--- config.mk ---
export PLATFORM = sky130hd
export DESIGN_NAME = asnp_controller
export DESIGN_NICKNAME = d
export VERILOG_FILES = /design/src/asnp_pkg.sv /design/src/asnp_wait_counter.sv /design/src/asnp_controller.sv
export VERILOG_INCLUDE_DIRS = /design/src
export SDC_FILE = /design/constraint.sdc
export NUM_CORES = 1
export LEC_CHECK = 0
export ABC_AREA = 1
export BUFFER_PORTS_ARGS = -buffer_cell sky130_fd_sc_hd__buf_2
export CAP_MARGIN = 10
export CORE_MARGIN = 1.5
export CORE_UTILIZATION = 40
export DETAILED_ROUTE_END_ITERATION = 10
export PLACE_DENSITY = 0.71
export SLEW_MARGIN = 20
export SYNTH_ARGS = -nofsm -noshare
export SYNTH_HDL_FRONTEND = slang
export SYNTH_SLANG_ARGS = --single-unit
export TNS_END_PERCENT = 100
--- constraint.sdc ---
create_clock -name mclk -period 1.7 [get_ports mclk]
set_input_delay 0.17 -clock mclk [delete_from_list [all_inputs] [get_ports mclk]]
set_output_delay 0.17 -clock mclk [all_outputs]
set_load 0.02 [all_outputs]
--- src/asnp_regs.svh ---
// Timing constants for the nibble memory controller
`ifndef ASNP_REGS_SVH
`define ASNP_REGS_SVH

`define ASNP_CLK_PERIOD_PS 5000
`define ASNP_READ_PERIOD_MIN_PS 10000
`define ASNP_INDEX_TO_VALID_DELAY_PS 10000
`define ASNP_DESELECT_TURN_OFF_DELAY_PS 5000
`define ASNP_STROBE_WIDTH_PS 7000
`define ASNP_WRITE_PERIOD_MIN_PS 10000
`define ASNP_SELECT_TO_WRITE_END_PS 7000
`define ASNP_DATA_SETUP_TO_WRITE_END_PS 5000
`define ASNP_UNGATE_TURN_OFF_DELAY_PS 5000

// Least times round up to whole cycles, at least one
`define ASNP_CYC_UP(t) \
	((((t) + `ASNP_CLK_PERIOD_PS - 1) / `ASNP_CLK_PERIOD_PS) < 1 ? 1 : \
	(((t) + `ASNP_CLK_PERIOD_PS - 1) / `ASNP_CLK_PERIOD_PS))

`define ASNP_READ_CYC `ASNP_CYC_UP(`ASNP_INDEX_TO_VALID_DELAY_PS)
`define ASNP_STROBE_CYC `ASNP_CYC_UP(`ASNP_STROBE_WIDTH_PS)
`define ASNP_TURN_CYC `ASNP_CYC_UP(`ASNP_UNGATE_TURN_OFF_DELAY_PS)
`define ASNP_IDX_W 20
`define ASNP_NIB_W 4

`endif

--- src/asnp_pkg.sv ---
// Types shared by the nibble memory controller
`default_nettype none
package asnp_pkg;
	typedef struct packed {
		logic        write;
		logic [19:0] index;
		logic [3:0]  data;
	} asnp_req_type;

	typedef struct packed {
		logic        selectN;
		logic        strobeN;
		logic        gateN;
		logic [19:0] index;
		logic [3:0]  dataOut;
		logic        dataOe;
	} asnp_pins_type;

	typedef enum logic [5:0] {
		ST_IDLE  = 6'h01,
		ST_READ  = 6'h02,
		ST_RDONE = 6'h04,
		ST_TURN  = 6'h08,
		ST_WRITE = 6'h10,
		ST_WEND  = 6'h20
	} asnp_state_type;
endpackage
`default_nettype wire

--- src/asnp_wait_counter.sv ---
// Down counter that paces the read, strobe and turn-off phases of a memory cycle
`timescale 1ns/100ps
`default_nettype none
module asnp_wait_counter #(
	parameter int WIDTH = 4
) (
	// Clocking
	input  wire logic             mclk,
	input  wire logic             rst,
	input  wire logic             clkEn,
	// Control
	input  wire logic             load,
	input  wire logic [WIDTH-1:0] loadValue,
	output logic                  done
);
	logic [WIDTH-1:0] count_q;

	// A zero-width counter cannot pace anything
	if (WIDTH < 1) begin : g_badWidth
		$error("asnp_wait_counter: WIDTH must be at least 1");
	end

	always_ff @(posedge mclk) begin
		if (rst) begin
			count_q <= '0;
		end else if (clkEn) begin
			if (load) begin
				count_q <= loadValue;
			end else if (count_q != '0) begin
				count_q <= count_q - 1'b1;
			end
		end
	end

	assign done = (count_q == '0) && !load;
endmodule
`default_nettype wire

--- src/asnp_controller.sv ---
// Host controller for the asynchronous one-megaword nibble memory
`timescale 1ns/100ps
`default_nettype none
`include "asnp_regs.svh"

// How it works
// Select, strobe and gate drive the memory into exactly one mode.
// Read strobes read data only after the full read period.
// Read is select-timed, data sampled after the access delay.
// Gate goes low together with select; access delay covers it.
// Index held stable until read data is captured.
// Memory turn-on is harmless since host stops driving before reading.
// After a read, host waits turn-off delay before driving data.
// Only one memory part; deselect precedes any other driver.
// Write ends by strobe rising while select stays low.
// Strobe held low at least its minimum width with gate high.
// Select and index valid well before write end; cycle long enough.
// Index set on the edge where strobe falls and held past strobe rising.
// Write data driven from cycle start until after write end.
// Host drives data only while strobe is low or gate high.
// Select falls with strobe, so memory outputs stay floating.
// Host never drives data while memory is in read mode.
// Every read presents the index first, then samples new contents.
// Index set on the same edge that select falls for reads.
// Twenty index lines and four shared data pins.
// No refresh or clock activity is ever sent to the memory.
// Gate stays high whenever host drives write data.
module asnp_controller #(
	parameter int IDX_W = `ASNP_IDX_W,
	parameter int NIB_W = `ASNP_NIB_W
) (
	// Clocking
	input  wire logic                 mclk,
	input  wire logic                 rst,
	input  wire logic                 clkEn,
	// User request
	input  wire logic                 reqValid,
	output logic                      reqReady,
	input  wire asnp_pkg::asnp_req_type req,
	// User answer
	output logic                      rspValid,
	output logic [NIB_W-1:0]          rspData,
	// Memory pins
	output logic                      selectN,
	output logic                      strobeN,
	output logic                      gateN,
	output logic [IDX_W-1:0]          wordIndexLines,
	output logic [NIB_W-1:0]          sharedNibblePinsOut,
	output logic                      sharedNibblePinsOe,
	input  wire logic [NIB_W-1:0]     sharedNibblePinsIn
);
	localparam int CW = 4;
	localparam logic [CW-1:0] READ_CYC   = CW'(`ASNP_READ_CYC);
	localparam logic [CW-1:0] STROBE_CYC = CW'(`ASNP_STROBE_CYC);
	localparam logic [CW-1:0] TURN_CYC   = CW'(`ASNP_TURN_CYC);

	// width check
	if (IDX_W != `ASNP_IDX_W || NIB_W != `ASNP_NIB_W) begin : g_badWidth
		$error("asnp_controller: widths fixed by the memory");
	end
	// counts fit counter
	if (`ASNP_READ_CYC >= (1 << CW) || `ASNP_STROBE_CYC >= (1 << CW) ||
		`ASNP_TURN_CYC >= (1 << CW)) begin : g_badCount
		$error("asnp_controller: wait counts exceed the counter");
	end

	typedef struct packed {
		asnp_pkg::asnp_state_type state;
		asnp_pkg::asnp_pins_type  pins;
		logic                     rspValid;
		logic [3:0]               rspData;
	} asnp_ctl_type;

	asnp_ctl_type s_q;
	asnp_ctl_type s_d;
	logic         load;
	logic [CW-1:0] loadValue;
	logic         waitDone;

	asnp_wait_counter #(.WIDTH(CW)) u_wait (
		.mclk      (mclk),
		.rst       (rst),
		.clkEn     (clkEn),
		.load      (load),
		.loadValue (loadValue),
		.done      (waitDone)
	);

	// ------------------------------------------------------------
	// Sequencer
	// ------------------------------------------------------------
	always_comb begin
		s_d = s_q;
		load = 1'b0;
		loadValue = '0;
		s_d.rspValid = 1'b0;
		case (s_q.state)
			asnp_pkg::ST_IDLE: begin
				if (reqValid) begin
					// index set with select
					s_d.pins.index = req.index;
					load = 1'b1;
					if (req.write) begin
						// select and index lead write end
						// select with strobe; gate high
						s_d.pins.selectN = 1'b0;
						s_d.pins.strobeN = 1'b0;
						s_d.pins.gateN = 1'b1;
						s_d.pins.dataOut = req.data;
						s_d.pins.dataOe = 1'b1;
						loadValue = STROBE_CYC;
						s_d.state = asnp_pkg::ST_WRITE;
					end else begin
						// select-timed read
						s_d.pins.selectN = 1'b0;
						s_d.pins.gateN = 1'b0;
						// host lets go of data pins
						s_d.pins.dataOe = 1'b0;
						loadValue = READ_CYC;
						s_d.state = asnp_pkg::ST_READ;
					end
				end
			end
			asnp_pkg::ST_READ: begin
				// sample after full access time
				if (waitDone) begin
					s_d.rspData = sharedNibblePinsIn;
					s_d.rspValid = 1'b1;
					s_d.state = asnp_pkg::ST_RDONE;
				end
			end
			asnp_pkg::ST_RDONE: begin
				// release, then wait memory turn-off
				s_d.pins.selectN = 1'b1;
				s_d.pins.gateN = 1'b1;
				load = 1'b1;
				loadValue = TURN_CYC;
				s_d.state = asnp_pkg::ST_TURN;
			end
			asnp_pkg::ST_TURN: begin
				if (waitDone)
					s_d.state = asnp_pkg::ST_IDLE;
			end
			asnp_pkg::ST_WRITE: begin
				// strobe width then strobe ends write
				if (waitDone) begin
					s_d.pins.strobeN = 1'b1;
					s_d.state = asnp_pkg::ST_WEND;
				end
			end
			asnp_pkg::ST_WEND: begin
				// data held one cycle past write end
				s_d.pins.selectN = 1'b1;
				s_d.pins.dataOe = 1'b0;
				s_d.state = asnp_pkg::ST_IDLE;
			end
			default: begin
				s_d.state = asnp_pkg::ST_IDLE;
			end
		endcase
	end

	always_ff @(posedge mclk) begin
		if (rst) begin
			s_q.state <= asnp_pkg::ST_IDLE;
			s_q.pins <= '{selectN: 1'b1, strobeN: 1'b1, gateN: 1'b1,
				index: '0, dataOut: '0, dataOe: 1'b0};
			s_q.rspValid <= 1'b0;
			s_q.rspData <= '0;
		end else if (clkEn) begin
			s_q <= s_d;
		end
	end

	assign reqReady = (s_q.state == asnp_pkg::ST_IDLE) && clkEn;
	assign rspValid = s_q.rspValid;
	assign rspData = s_q.rspData;
	assign selectN = s_q.pins.selectN;
	assign strobeN = s_q.pins.strobeN;
	assign gateN = s_q.pins.gateN;
	assign wordIndexLines = s_q.pins.index;
	assign sharedNibblePinsOut = s_q.pins.dataOut;
	assign sharedNibblePinsOe = s_q.pins.dataOe;
endmodule
`default_nettype wire

After elaboration in Yosys (flattened, before gate mapping)

Cells that the tools add are included.

Eq/ne operators: 11
Mux-type cells: 22
$add $sub $neg: 1
Reductions and logical operators: 20

Operator list:

| cell                                                                    | count |
|---|---|
| 34-bit two-way mux                                                      | 1 |
| 6-bit one-hot mux with 5 select lines                                   | 1 |
| 6-bit two-way mux                                                       | 4 |
| 3-bit AND reduction                                                     | 5 |
| 4-bit two-way mux                                                       | 3 |
| 5-bit two-way mux                                                       | 2 |
| 1-bit one-hot mux with 2 select lines                                   | 5 |
| 5-bit AND reduction                                                     | 2 |
| 2-bit nonzero test                                                      | 5 |
| 6-bit by 1-bit equality test with 1-bit output, second input constant   | 1 |
| 6-bit by 2-bit equality test with 1-bit output, second input constant   | 1 |
| 6-bit by 3-bit equality test with 1-bit output, second input constant   | 1 |
| 6-bit by 4-bit equality test with 1-bit output, second input constant   | 1 |
| 6-bit by 5-bit equality test with 1-bit output, second input constant   | 1 |
| 6-bit equality test, second input constant                              | 1 |
| 2-bit by 1-bit inequality test with 1-bit output, second input constant | 3 |
| 4-bit zero test                                                         | 1 |
| 1-bit two-way mux                                                       | 4 |
| 2-bit inequality test, second input constant                            | 2 |
| 2-bit one-hot mux with 2 select lines                                   | 1 |
| 4-bit AND reduction                                                     | 1 |
| 4-bit nonzero test                                                      | 1 |
| 4-bit by 1-bit subtractor with 4-bit output, second input constant      | 1 |
| 1-bit logical AND                                                       | 2 |
| 4 further kinds                                                         | 4 |

Register bits: 43
Word-level logic and storage cells: 64
Output and inout port bits: 34
Bits of input ports: 33

Logic depth before layout (Yosys ltp)

Gate-level depths: netlist (run 1).

Word-level depth: 6
Mapped depth: 10
Mapped depth without buffers: 10

Hierarchy

Synthesis (run 1) repeated with hierarchy kept, for this count alone.

Cell total of the unflattened synthesis: 291
Area total of the unflattened synthesis: 2212.1 µm²

Modules (own cells, without submodules):

| module            | area an instance (µm²) | cells each | instances | seq. area each (µm²) |
|---|---|---|---|---|
| asnp_controller   | 1918.1                 | 245        | 1         | 780.7 |
| asnp_wait_counter | 294.0                  | 46         | 1         | 80.1 |

Worst setup path before layout (run 1)

No wires, ideal clock.

Kind: register to register
From: register u_wait.count_q[0]
To: register s_q[37] (netlist name)
Setup time: 0.132 ns
Data required time: 1.568 ns
Data arrival time: 1.252 ns
Setup slack: 0.316 ns
Buffers on the path: 0
Period minus slack after synthesis: 1.384 ns
Cell stages (with the launch flop): 10
Cell sequence: dfxtp_1 -> inv_1 -> ha_1 -> inv_1 -> nor3_1 -> nand3_4 -> o21ai_2 -> nand2_4 -> nand2_1 -> a21oi_2

Word-level cells in the longest chain between the ends: 4
Elaborated cells on any way between the ends: 6
Classes of those cells: 3 x eq/ne; 3 x reduce/logical

RTL lines:

| item                                                       | line                    | text |
|---|---|---|
| start, declared                                            | asnp_wait_counter.sv:16 | `logic [WIDTH-1:0] count_q;` |
| start signal, assigned                                     | asnp_wait_counter.sv:28 | `count_q <= loadValue;` |
| start signal, assigned                                     | asnp_wait_counter.sv:30 | `count_q <= count_q - 1'b1;` |
| 4-bit zero test *                                          | asnp_wait_counter.sv:35 | `assign done = (count_q == '0) && !load;` |
| 1-bit logical AND *                                        | asnp_wait_counter.sv:35 |  |
| 2-bit by 1-bit inequality test with 1-bit output (no line) | --                      |  |
| 5-bit AND reduction (no line) *                            | --                      |  |
| end, declared                                              | asnp_controller.sv:74   | `asnp_ctl_type s_q;` |

Mark *: on every way between the ends. The rest lies on a longest branch, timed or not.
A chain may end at the register's enable or synchronous reset.

Final worst setup path (run 1)

From: register u_wait.count_q[1]
To: register s_q[33] (netlist name)

The elaborated chain is that of the path after synthesis.

==> flow_summary.toml, run 1 <==
[clock_network]
cts_resized = 0
clkLatencyLatePin_ps = 300
h-tree-depth = 2
cts_setup_buffers = 0
path_clk_slew_ps = 90
cts_sinks = 43
cts_buffers = 5
cts_root_buffer = "clkbuf_8"
clock_path_buffers = 2
ctsHoldBuffers = 0
cts_tree = "yes"

[route]
vias = 1710
drt_iter0_markers = 47
routed_wl_um = 4010
drt-wirelength-per-cell_um = 10.7
drc = 0
viasPerCell = 4.55
drt-pass1-iter-count = 4
antenna_left = 0

[cells_and_area]
fin_nets = 342
postLayoutCoreUtil_pct = 48.3
post-route-cell-area_mm2 = 0.00234
syn_to_final_growth_pct = 13.1
drive_gt1_share_pct = 33.7
final_cells = 376
final_cell_mix = "66 x buf_2, 62 x nor2_1, 43 x dfxtp_1"
diodes = 0
layout_commonest_cell = "buf_2"

[logic_synthesis]
avgSynthCellArea_um2 = 7.78
ys_seq_area_share_pct = 41.6
synthCells = 266
ys_warn_count = 0
yosysUniqueCellTypes = 28
synth_area_mm2 = 0.00207
synth_seq_cells = 43
syn_nets = 300

[sta]
rsz0062_at_grt = "no"
tns_ps = 0
fin_crit_sh_pct = 88.1
finalClockSkew_ps = 7.48
drv_slew = 0
tightestPinTransition_ps = 325
slew_headroom_pct = 78.1
hold_viol = 0
max_freq_ghz = 0.668
setup_ws_ps = 203
setup_viol = 0
min_period_ps = 1500
whs_ps = 82.7

[floorplanning]
core_area_mm2 = 0.00485
ioPinCount = 67
die_area_mm2 = 0.00561
fp.dieW_um = 74.9
die_h_um = 74.9
start_util_pct = 42.7
rows = 25

[setup_path]
critPathBufInv = 2
worstPathCellList = "inv_1, ha_1, inv_1, nor3_1, nand3_4, o21ai_2, nand2_4, nand2_1, nand3_1"
required_ps = 1890
cp_top_family = "simple AND/OR/NAND/NOR gates"
critical_path_arrival_ps = 1690
slowest_delay_ps = 300
end_kind = "flop"
start_kind = "flop"
r2r_cells = 9
path_max_fanout = 8
crit_top_cell = "inv_1"
critPathKind = "flop to flop"
critPathSlowestCell = "dfxtp_1"
cp.depth = 9

[global_route]
grt_pass1_vias = 1485
grt_antenna_before_repair = 0
grt_pass1_wl_um = 6420
grt_max_degree = 22
grt_use_total_pct = 15.1
grt-ovfl-total = 0

[place]
gp_congestion = 0.888
placed_area_mm2 = 0.00225
dp_hpwl_um = 3020
dp.cells = 368
portBuffers = 66
dp_slack_ps = 204

[hold_path]
hp-class = "input pin to flop"
min_path_cells = 3

[power]
power.leakage_nw = 1.15
powerDensity_mw_per_mm2 = 1100
power_mw = 2.56
ir_worst_vdd_mv = 0.679

[flow_run]
maxCapViolCount = 0

[status]
status = "finished clean"
[cell type report]
type	instances	area [um2]
clock buffer	5	68.8
sequential	43	861
multi-input combinational	170	873
tap	67	83.8
timing repair buffer	71	368
fill	486	2510
inverter	17	65.1
clock inverter	3	20.0
[power breakdown]
part	switching (mW)	total, mW	internal (mW)
Sequential	0.0627	1.17	1.11
Combinational	0.469	0.736	0.268
Clock	0.369	0.655	0.286
Total	0.900	2.56	1.66
[flip-flops by register name (all words and copies together) (netlist names)]
register	cells
wordIndexLines	20
s_q	6
rspData	4
sharedNibblePinsOut	4
u_wait.count_q	4
gateN	1
rspValid	1
selectN	1
sharedNibblePinsOe	1
strobeN	1
[cells in the mapped netlist]
cell	instances	share of area [%]
nand4_1	1	0.30
dfxtp_1	43	42
o21ai_1	24	5.8
nor2_2	4	1.2
nor2_8	1	0.97
nand4_2	1	0.60
nand2_1	29	5.3
nor2_1	62	11
nand2_4	4	2.2
nand3_4	2	1.7
clkbuf_1	4	0.73
a21oi_2	2	0.85
ha_1	1	0.60
o211ai_1	1	0.36
a21oi_1	11	2.7
nand3_1	14	3.4
o21ai_0	4	0.97
xor2_1	1	0.42
nor2_4	4	2.2
nand3b_1	1	0.36
nand3_2	1	0.48
buf_4	28	10
clkinv_2	1	0.24
buf_6	4	2.2
nor3_1	1	0.24
inv_1	12	2.2
inv_2	4	0.73
o21ai_2	1	0.42
[worst paths after layout]
check | to | start | slack [ps]
setup reg to reg | s_q[33]$_SDFFE_PP1P_ | u_wait.count_q[1]$_SDFFE_PP0P_ | 200
setup / recovery | s_q[33]$_SDFFE_PP1P_ | u_wait.count_q[1]$_SDFFE_PP0P_ | 200
hold reg to reg | gateN$_SDFFE_PP1P_ | gateN$_SDFFE_PP1P_ | 460
hold / removal | sharedNibblePinsOut[1]$_SDFFE_PP0P_ | req[1] | 80
[cells by family (layout without fill, tap and decap cells)]
kind of cell,count (synthesis),count (layout),share of synthesized area (%)
compound gates,43,43,11.1
xor+xnor,1,1,0.423
fa+ha+maj,1,1,0.604
buf+inv,53,96,16.2
flops,43,43,41.6
simple gates,125,125,30.1
[worst register-to-register path, delay by kind of cell (launching register included)]
family | cells | cell delay, ps
AOI/OAI and AO/OA | 1 | 110
and+or+nand+nor | 5 | 640
buffers and inverters | 2 | 150
DFF | 1 | 300
adders and majority gates | 1 | 180
[routing by layer]
metal | wire length (um) | vias to the layer above | global-route usage (%)
met5 | 0 | - | 0
met4 | 65 | 0 | 8.28
met3 | 310 | 10 | 4.42
met2 | 1760 | 57 | 24.8
met1 | 1870 | 739 | 17.7
li1 | - | 904 | -
No activity file was read; power rests on OpenSTA's default activity.
==> run 2: changes to the inputs <==
- CORE_MARGIN: 1.5 -> default
==> run 2 against run 1 <==
Critical path depth is the same. Combinational power grew 1%. Total power grew 11%. Count of clock-buffer cells in the layout grew 1. Critical path type unchanged. Worst setup slack lost 19 ps. Sequential power is essentially flat. Final area grew 1.9%.
==> flow_summary.toml, run 2 (synthesized netlist as in run 1, its figures left out) <==
[status]
status = "finished clean"

[global_route]
grt_max_degree = 21
grt_antenna_before_repair = 0
grt_pass1_vias = 1608
grt-ovfl-total = 0
grt_pass1_wl_um = 6950
grt_use_total_pct = 16.4

[sta]
fin_crit_sh_pct = 89.2
rsz0062_at_grt = "no"
tns_ps = 0
tightestPinTransition_ps = 332
slew_headroom_pct = 77.7
drv_slew = 0
hold_viol = 0
max_freq_ghz = 0.659
min_period_ps = 1520
setup_viol = 0
finalClockSkew_ps = 4.05

[route]
drt-wirelength-per-cell_um = 11.0
viasPerCell = 4.53
routed_wl_um = 4120
drt_iter0_markers = 80
vias = 1703
drt-pass1-iter-count = 4
antenna_left = 0
drc = 0

[setup_path]
path_max_fanout = 8
critPathKind = "flop to flop"
critical_path_arrival_ps = 1690
required_ps = 1880
start_kind = "flop"
end_kind = "flop"

[cells_and_area]
n_fill_cell = 487
fin_nets = 342
largest_reg_flops = 20
drive_gt1_share_pct = 33.3
post-route-cell-area_mm2 = 0.00238
syn_to_final_growth_pct = 15.2
layout_commonest_cell = "buf_2"
diodes = 0
final_cell_mix = "66 x buf_2, 62 x nor2_1, 43 x dfxtp_1"

[hold_path]
hp-class = "input pin to flop"

[place]
gp_congestion = 0.916
placed_area_mm2 = 0.00225
portBuffers = 66
dp_hpwl_um = 3120

[floorplanning]
die_h_um = 73.9
rows = 25
die_area_mm2 = 0.00547
ioPinCount = 67
start_util_pct = 42.7
fp.dieW_um = 73.9
core_area_mm2 = 0.00485

[clock_network]
cts_sinks = 43
h-tree-depth = 2
cts_setup_buffers = 0
cts_resized = 0
cts_root_buffer = "clkbuf_8"
cts_tree = "yes"
clock_path_buffers = 2
path_clk_slew_ps = 80
ctsHoldBuffers = 0
clkLatencyLatePin_ps = 290
cts_buffers = 5

[flow_run]
maxCapViolCount = 0

[power]
power_mw = 2.83
ir_worst_vdd_mv = 0.585
power.leakage_nw = 1.17
powerDensity_mw_per_mm2 = 1190
==> run 2: cell count changes in the layout (fill, tap and decap cells not counted) <==
cell / change
bufinv_16: +2
clkinv_2: -1
clkinvlp_4: -2
clkbuf_1: +1
==> run 2: final timing paths <==
check	startpoint	to	slack [ps]	cells after the start
worst max-delay path	u_wait.count_q[0]$_SDFFE_PP0P_	s_q[33]$_SDFFE_PP1P_	180	9
worst min-delay path	req[2]	sharedNibblePinsOut[2]$_SDFFE_PP0P_	100	3
worst max register to register	u_wait.count_q[0]$_SDFFE_PP0P_	s_q[33]$_SDFFE_PP1P_	180	9
worst min register to register	rspData[0]$_SDFFE_PP0P_	rspData[0]$_SDFFE_PP0P_	460	2
==> run 2: layout make-up <==
type / instances / area, um2 / area share, %
Clock inverter: 2 / 60.1 / 2.52
Timing Repair Buffer: 71 / 368 / 15.4
Tap cell: 67 / 83.8 / 3.52
Multi-Input combinational cell: 170 / 873 / 36.6
Clock buffer: 6 / 72.6 / 3.04
Inverter: 17 / 65.1 / 2.73
Sequential cell: 43 / 861 / 36.1
==> run 2: worst max-delay path, cell delays in order, from the launching register on <==
cell and delay, ps:
dfxtp_1 320, inv_1 70, ha_1 160, inv_1 50, nor3_1 270, nand3_4 140, o21ai_2 110, nand2_4 110
nand2_1 90, nand3_1 80
==> run 2: power by group <==
part           internal, mW  leakage, nW  switching, mW
combinational         0.266        0.755          0.477
sequential             1.11        0.351         0.0638
clock                 0.587       0.0654          0.332
==> run 2: per-stage QoR <==
stage          hold slack (ps)  util, %  worst slack, ps  instances
2_1_floorplan              305        -              316        266
3_3_place_gp               404     46.4              252        368
3_5_place_dp               408     46.4              193        368
4_1_cts                   93.7     49.2              181        376
5_1_grt                   93.7     49.2             21.9        376
6_report                   103     49.2              183        376
==> run 2: layer usage <==
layer | global-route usage (%) | part of all wire [%] | vias up
met4 | 5.98 | 0.56 | 0
met1 | 19.4 | 47 | 741
met2 | 28.3 | 46 | 53
met3 | 4.74 | 5.7 | 3
met5 | 0 | 0 | -
li1 | - | - | 906
